===== src/include/comparator_control_map.svh =====
// register map, field positions and reset values of the comparator control block
//
// Overview of operation
// - standby_run set keeps comparator running in standby; clear halts it there
// - in standby without clock, flag and state bit stay frozen and the interrupt is held low
// - pad_output_en routes comparator output to pin; clear withholds it
// - edge_select: 0 any edge, 2 falling, 3 rising, 1 reserved
// - low_current_sel drives the analog core's reduced-current control
// - hysteresis_sel bits 2:1 passed to analog core: off, 10, 25, 50 mV
// - control bit 0 enables comparator; zero keeps it disabled
// - invert bit inverts output for pad, events, state bit and edges
// - positive_input_sel bit 3 picks positive pin zero or one
// - negative_input_sel picks pin zero, pin one, reference or converter output
// - interrupt_enable bit 0 at offset 0x06 enables the interrupt request
// - status bit 4 shows synchronised output, visible three cycles after change
// - status bit 0 is the flag; write one clears, zero ignored
// - mux register at 0x02 resets zero; only bits 7,3,1,0 exist
// - interrupt asserted while flag, enable and mask bit (0x08) set outside clockless standby, until flag cleared
// - while the core runs, output drives the event network continuously
// - power-down sleep disables comparator and pad output regardless
`ifndef COMPARATOR_CONTROL_MAP_SVH
`define COMPARATOR_CONTROL_MAP_SVH

// ----------------------------------------------------------------------
// register word indices; the byte address is four times the index, and
// each register sits in the low byte of its own word
// ----------------------------------------------------------------------
`define CMP_OFS_CONTROL 8'h00
`define CMP_OFS_MUX 8'h02
`define CMP_OFS_INT_EN 8'h06
`define CMP_OFS_STATUS 8'h07
`define CMP_OFS_INT_MASK 8'h08
`define CMP_OFS_MASK_BITS 8'h03

// ----------------------------------------------------------------------
// field positions
// ----------------------------------------------------------------------
`define CMP_BIT_ENABLE 0
`define CMP_BIT_LOW_CURRENT 3
`define CMP_BIT_PAD_OUT 6
`define CMP_BIT_STANDBY_RUN 7
`define CMP_BIT_INVERT 7
`define CMP_BIT_POS_SEL 3
`define CMP_BIT_IRQ 0
`define CMP_BIT_STATE 4
`define CMP_MUX_IMPL_MASK 8'h8b
`define CMP_RESET_BYTE 8'h00
`define CMP_SYNC_STAGES 3

`endif


===== src/include/comparator_control_pkg.sv =====
// types shared by the comparator control block
package comparator_control_pkg;

    typedef enum logic [1:0] {
        ANY_EDGE = 2'b00,
        EDGE_RESERVED = 2'b01,
        FALLING_EDGE = 2'b10,
        RISING_EDGE = 2'b11
    } edge_select_t;

    typedef enum logic [1:0] {
        SLEEP_ACTIVE = 2'b00,
        SLEEP_IDLE = 2'b01,
        SLEEP_STANDBY = 2'b10,
        SLEEP_POWER_DOWN = 2'b11
    } sleep_mode_t;

    typedef enum logic [1:0] {
        BUS_IDLE,
        BUS_WRITE,
        BUS_READ
    } bus_phase_t;

    typedef struct packed {
        logic standby_run;
        logic pad_output_en;
        logic [1:0] edge_select;
        logic low_current_sel;
        logic [1:0] hysteresis_sel;
        logic enable;
    } control_reg_t;

    typedef struct packed {
        control_reg_t control;
        logic invert;
        logic positive_input_sel;
        logic [1:0] negative_input_sel;
        logic irq_enable;
        logic compare_irq;
        logic irq_mask;
        logic [2:0] sync;
        logic prev_sample;
        logic prev_valid;
        bus_phase_t phase;
        logic [7:0] addr;
        logic [31:0] rdata;
    } state_t;

endpackage : comparator_control_pkg


===== src/rtl/comparator_control_regs.sv =====
// comparator control and status registers behind an AHB-Lite slave
//
// The implementer's own choice: the AHB-Lite register port.
`timescale 1ns/1ps
`default_nettype none
`include "comparator_control_map.svh"

module comparator_control_regs #(
    parameter int SYNC_STAGES = `CMP_SYNC_STAGES
) (
    input wire logic core_clk, // 25 MHz peripheral clock
    input wire logic rst_b, // asynchronous reset, active low
    input wire logic hsel, // slave select
    input wire logic [31:0] haddr, // byte address
    input wire logic [1:0] htrans, // transfer type
    input wire logic hwrite, // write when high
    input wire logic [2:0] hsize, // transfer size
    input wire logic [31:0] hwdata, // write data
    input wire logic hready, // bus ready in
    output logic hreadyout, // slave ready out
    output logic hresp, // always okay
    output logic [31:0] hrdata, // read data
    input wire logic comp_raw, // raw analog comparator output
    input wire comparator_control_pkg::sleep_mode_t sleep_mode, // sleep state
    input wire logic clk_per_running, // peripheral clock requested
    output logic comp_enable, // analog core enable
    output logic low_current_sel, // reduced-current control
    output logic [1:0] hysteresis_sel, // hysteresis level
    output logic positive_input_sel, // positive mux select
    output logic [1:0] negative_input_sel, // negative mux select
    output logic pad_out, // pin data
    output logic pad_out_oe_b, // pin drive enable, low drives
    output logic event_out, // event network output
    output logic irq // level interrupt
);
    import comparator_control_pkg::*;

    // ------------------------------------------------------------------
    // elaboration checks
    // ------------------------------------------------------------------
    if (SYNC_STAGES != 3) begin : g_bad_sync
        $error("synchroniser depth must be three");
    end

    state_t s_q;
    state_t s_d;
    logic running;
    logic clock_live;
    logic polar_out;
    logic sampled;
    logic edge_hit;
    logic bus_take;
    logic [7:0] wbyte;
    logic [7:0] status_byte;

    // register byte selected by its word index; upper bits read zero
    function automatic logic [7:0] reg_read(input state_t s,
                                            input logic [7:0] a);
        logic [7:0] v;
        v = `CMP_RESET_BYTE;
        case (a)
            `CMP_OFS_CONTROL: v = s.control;
            `CMP_OFS_MUX: v = {s.invert, 3'b000, s.positive_input_sel,
                               1'b0, s.negative_input_sel};
            `CMP_OFS_INT_EN: v = {7'b000_0000, s.irq_enable};
            `CMP_OFS_STATUS: v = {3'b000, s.sync[2], 3'b000, s.compare_irq};
            `CMP_OFS_INT_MASK: v = {7'b000_0000, s.irq_mask};
            default: v = `CMP_RESET_BYTE;
        endcase
        return v;
    endfunction : reg_read

    // ------------------------------------------------------------------
    // comparator path
    // ------------------------------------------------------------------
    // the core runs when enabled, except standby without standby_run and
    // always off in power-down
    always_comb begin
        running = s_q.control.enable;
        if (sleep_mode == SLEEP_POWER_DOWN) begin
            running = 1'b0;
        end else if (sleep_mode == SLEEP_STANDBY) begin
            running = s_q.control.enable & s_q.control.standby_run;
        end
        // in standby the peripheral clock may be gone; freeze status
        clock_live = (sleep_mode != SLEEP_STANDBY) | clk_per_running;
    end

    assign polar_out = comp_raw ^ s_q.invert;
    assign sampled = s_q.sync[2];
    assign comp_enable = running;
    assign low_current_sel = s_q.control.low_current_sel;
    assign hysteresis_sel = s_q.control.hysteresis_sel;
    assign positive_input_sel = s_q.positive_input_sel;
    assign negative_input_sel = s_q.negative_input_sel;
    // pad and event are fed straight from the core, so they keep moving
    // in standby even when the status logic is frozen
    assign pad_out = polar_out & running & s_q.control.pad_output_en;
    assign pad_out_oe_b = ~(running & s_q.control.pad_output_en);
    assign event_out = polar_out & running;

    // edge match on consecutive synchronised samples
    always_comb begin
        edge_hit = 1'b0;
        if (s_q.prev_valid && (sampled != s_q.prev_sample)) begin
            case (edge_select_t'(s_q.control.edge_select))
                ANY_EDGE: edge_hit = 1'b1;
                FALLING_EDGE: edge_hit = ~sampled;
                RISING_EDGE: edge_hit = sampled;
                default: edge_hit = 1'b0;
            endcase
        end
    end

    // ------------------------------------------------------------------
    // bus slave and next state
    // ------------------------------------------------------------------
    assign bus_take = hsel & hready & htrans[1];
    // every register takes the low byte of a whole aligned word
    assign wbyte = hwdata[7:0];

    always_comb begin
        s_d = s_q;
        s_d.rdata = 32'h0000_0000;
        // address phase: capture request, zero wait states
        s_d.phase = BUS_IDLE;
        if (bus_take) begin
            s_d.phase = hwrite ? BUS_WRITE : BUS_READ;
            // word index; byte lane bits are ignored for whole words
            s_d.addr = haddr[9:2];
            if (!hwrite) begin
                s_d.rdata = {24'h00_0000, reg_read(s_q, haddr[9:2])};
            end
        end
        // synchroniser and edge history advance only with a live clock
        if (clock_live) begin
            s_d.sync = {s_q.sync[1:0], polar_out & running};
            s_d.prev_sample = sampled;
            s_d.prev_valid = running;
        end
        // data phase of a write
        if (s_q.phase == BUS_WRITE) begin
            case (s_q.addr)
                `CMP_OFS_CONTROL: s_d.control = control_reg_t'(wbyte);
                `CMP_OFS_MUX: begin
                    s_d.invert = wbyte[`CMP_BIT_INVERT];
                    s_d.positive_input_sel = wbyte[`CMP_BIT_POS_SEL];
                    s_d.negative_input_sel = wbyte[1:0];
                end
                `CMP_OFS_INT_EN: s_d.irq_enable = wbyte[`CMP_BIT_IRQ];
                `CMP_OFS_STATUS: begin
                    if (wbyte[`CMP_BIT_IRQ]) begin
                        s_d.compare_irq = 1'b0;
                    end
                end
                `CMP_OFS_INT_MASK: s_d.irq_mask = wbyte[`CMP_BIT_IRQ];
                default: s_d.irq_mask = s_q.irq_mask;
            endcase
        end
        // hardware set wins over a clear in the same cycle
        if (clock_live && edge_hit) begin
            s_d.compare_irq = 1'b1;
        end
    end

    // ------------------------------------------------------------------
    // state register
    // ------------------------------------------------------------------
    always_ff @(posedge core_clk or negedge rst_b) begin
        if (!rst_b) begin
            s_q <= '0;
        end else begin
            s_q <= s_d;
        end
    end

    // ------------------------------------------------------------------
    // outputs
    // ------------------------------------------------------------------
    assign status_byte = reg_read(s_q, `CMP_OFS_STATUS);
    assign hreadyout = 1'b1;
    assign hresp = 1'b0;
    assign hrdata = (s_q.phase == BUS_READ) ? s_q.rdata : 32'h0000_0000;
    // irq needs the documented enable and the extra mask register both
    assign irq = status_byte[`CMP_BIT_IRQ] & s_q.irq_enable
                 & s_q.irq_mask & clock_live;

endmodule : comparator_control_regs
`default_nettype wire


===== config.mk =====
export PLATFORM = sky130hd
export DESIGN_NAME = comparator_control_regs
export DESIGN_NICKNAME = d
export VERILOG_FILES = /design/src/include/comparator_control_pkg.sv /design/src/rtl/comparator_control_regs.sv
export VERILOG_INCLUDE_DIRS = /design/src /design/src/include
export SDC_FILE = /design/constraint.sdc
export NUM_CORES = 1
export LEC_CHECK = 0
export BUFFER_PORTS_ARGS = -buffer_cell sky130_fd_sc_hd__buf_2
export CAP_MARGIN = 20
export CORE_ASPECT_RATIO = 0.6
export CORE_MARGIN = 5
export CORE_UTILIZATION = 39
export CTS_CLUSTER_SIZE = 14
export DETAILED_ROUTE_END_ITERATION = 8
export PLACE_DENSITY = 0.77
export SLEW_MARGIN = 0
export SYNTH_ARGS = -nofsm -noshare
export SYNTH_HDL_FRONTEND = slang
export SYNTH_SLANG_ARGS = --single-unit

===== constraint.sdc =====
create_clock -name core_clk -period 1.7 [get_ports core_clk]
set_input_delay 0.17 -clock core_clk [delete_from_list [all_inputs] [get_ports core_clk]]
set_output_delay 0.17 -clock core_clk [all_outputs]
set_load 0.005 [all_outputs]

==> metrics <==
Fin Hold WS=about 0.10 ns; Hold Vio Cnt, Final=0; Final Max Tran Viols=0; Worst EP arrival=1.70 ns; Register-to-Register Path Depth=5; Distinct cells, synth=34; fin crit period=around 1.5 ns; crit start category=flip-flop; Worst Hold End=s_q[60]; Longest Clk Path Bufs=2; CTS sink count=38; Max Freq=0.647 GHz; hold path depth=2; Die Width=roughly 100 um; layout net count=around 300; period utilization=0.909; Worst R2R Setup Slack=around 0.15 ns; CTS Buf Count=5; Crit Reg-Reg Startpoint=s_q[41]; Die Y-Extent=between 60 and 70 um; Non-Filler Instances=roughly 290; most common cell after layout, fill and taps aside=buf_2; post-synthesis sequential area ratio=0.483; most frequent cell on the critical path=buf_4; antenna viol nets, final=0; CP cell instances=nor4b_2, buf_4, nand4_1, buf_4, mux2_1; clk slew on worst S/H paths=0.07 ns; Pwr Density=around 910 mW/mm^2; first-pass GRT wire length=roughly 6000 um; DRT Wirelength=around 3900 um; Total Power=around 0.0021 W; initial antenna violation count=0; Min-Delay Path Class=in -> reg; most frequent cells in the layout=buf_2 (44), dfrtp_1 (38), conb_1 (26); First-pass DRT Iterations=4; IO Count=between 100 and 150; Max VDD drop=about 440 uV; Buf/Inv on CP=2; RSZ-0062 raised after global routing=false; synthesis-stage register bit count=38; top cell family by delay on the critical path=flip-flops; fraction of layout cells with a size suffix above 1=0.333; Initial Utilization=0.395; Routed WL per cell=between 10 and 15 um; GRT Overall Usage=0.119; htree depth=2; HPWL Detailed=approximately 3200 um; Mapped Avg Cell Area=between 10 and 15 sq um; number of port buffers=44; residual DRC count=0; Layout area overhead=17.0%; worst setup path class=reg -> reg; LEAKAGE=between 1 and 1.5 nW; DRT iter0 DRCs=56; TritonCTS clock tree=built; status=finished, final reports clean; Crit path largest cell delay=roughly 0.39 ns; r2r endpoint=negative_input_sel[0]; diode count=0; final setup fails=0; FP Rows=20; GRT Residual Overflow=0; Worst Setup End Kind=flip-flop; WP data required=around 1.9 ns; Syn Std Cell Area=~0.002 sq mm; Worst path slowest cell=dfrtp_1; # resized after CTS=0; Worst-Skew Late Latency=~0.28 ns; max-cap viol count=0; setup TNS=0 ns; Placer Congestion=0.828; dpl cells=about 280; Vias=1269; min-delay src=hwdata[6]; vias in the first global route=around 1300; Crit Path Max Fanout=5; largest net degree at the start of global routing=22; vias per cell=roughly 4.5; Die Area=between 0.006 and 0.007 sq mm; core area=between 0.004 and 0.005 sq mm; Root Buffer=clkbuf_8; Worst Clk Skew=roughly 0.009 ns; worst setup path start=s_q[41]; Cells after Synth=~170; Yosys warnings=0
[timing repair]
action | in CTS | in global routing
setup buffers | 0 | 0
endpoints found under the hold margin | 17 | 0
hold buffers | 1 | 0
[metrics by stage]
| stage | instance area [sq um] | util | setup WS, ns |
|---|---|---|---|
| 2_1_floorplan | 2060 | - | 0.112 |
| 3_3_place_gp | 2190 | 0.439 | 0.0771 |
| 3_5_place_dp | 2190 | 0.439 | 0.0701 |
| 4_1_cts | 2300 | 0.463 | 0.137 |
| 5_1_grt | 2300 | 0.463 | 0.0390 |
| 6_report | 2300 | 0.463 | 0.154 |
[synth_stat cells]
master	count	area, sq um
a211oi_1	2	15.0
a21bo_2	1	10.0
a21oi_1	2	10.0
a22o_1	1	8.76
a32o_1	1	10.0
and2_1	8	50.1
and3_1	4	25.0
and3b_1	1	8.76
buf_1	2	7.51
buf_4	30	225
clkbuf_1	2	7.51
conb_1	2	7.51
dfrtp_1	38	951
inv_1	3	11.3
inv_2	1	3.75
mux2_1	21	236
mux2_2	8	90.1
mux2i_1	4	40.0
nand2_1	3	11.3
nand2b_1	1	6.26
nand3_1	3	15.0
nand4_1	5	31.3
nor2_1	6	22.5
nor2b_1	4	25.0
nor3_1	3	15.0
nor3b_1	1	7.51
nor4_1	1	6.26
nor4_2	3	37.5
nor4b_2	1	15.0
o211ai_1	1	7.51
o21ai_0	1	5.00
or3_1	1	6.26
or4_4	2	22.5
xnor2_1	2	17.5
[kinds of logic (layout without fill, tap and decap cells)]
| kind of cell | Yosys count | after routing | synth area share |
|---|---|---|---|
| flops | 38 | 38 | 0.483 |
| mux | 33 | 33 | 0.186 |
| other cells | 2 | 26 | 0.00381 |
| xor+xnor | 2 | 2 | 0.00890 |
| compound gates | 9 | 9 | 0.0337 |
| buf+inv | 38 | 64 | 0.130 |
| simple gates | 47 | 47 | 0.155 |
[metal layers]
layer / share of wire / track usage / up-vias
met5: 0 / 0 / -
met4: 0 / 0.0199 / 0
met3: 0.11 / 0.0452 / 0
met2: 0.42 / 0.161 / 54
met1: 0.48 / 0.181 / 583
li1: - / - / 632
[state kept, by name, summed over array words and instances (netlist names)]
register / flops
negative_input_sel: 2
hysteresis_sel: 2
low_current_sel: 1
positive_input_sel: 1
s_q: 32
[where the power goes]
group	internal, W	switching (W)	total (W)
registers	0.000996	0.0000780	0.00107
clock network	0.000439	0.000289	0.000727
logic	0.000147	0.000144	0.000291
[how the worst max path moves through the flow]
| stage | to | cells past startpoint |
|---|---|---|
| 3_5_place_dp | s_q[1] | 4 |
| 4_1_cts | negative_input_sel[0] | 5 |
| 5_1_grt | pad_out | 4 |
| 2_1_floorplan | s_q[54] | 3 |
| 3_3_place_gp | s_q[1] | 4 |
| 6_report | negative_input_sel[0] | 5 |
[final cells by class]
type | count | area (sq um)
fillers | 479 | 2680
multi-input cells | 117 | 853
well taps | 66 | 82.6
clock inverters | 1 | 30.0
flip-flops and latches | 38 | 951
clock buffers | 7 | 76.3
inverters | 4 | 15.0
repair buffers | 52 | 295
Note: power is estimated with default switching activity, not from simulation.
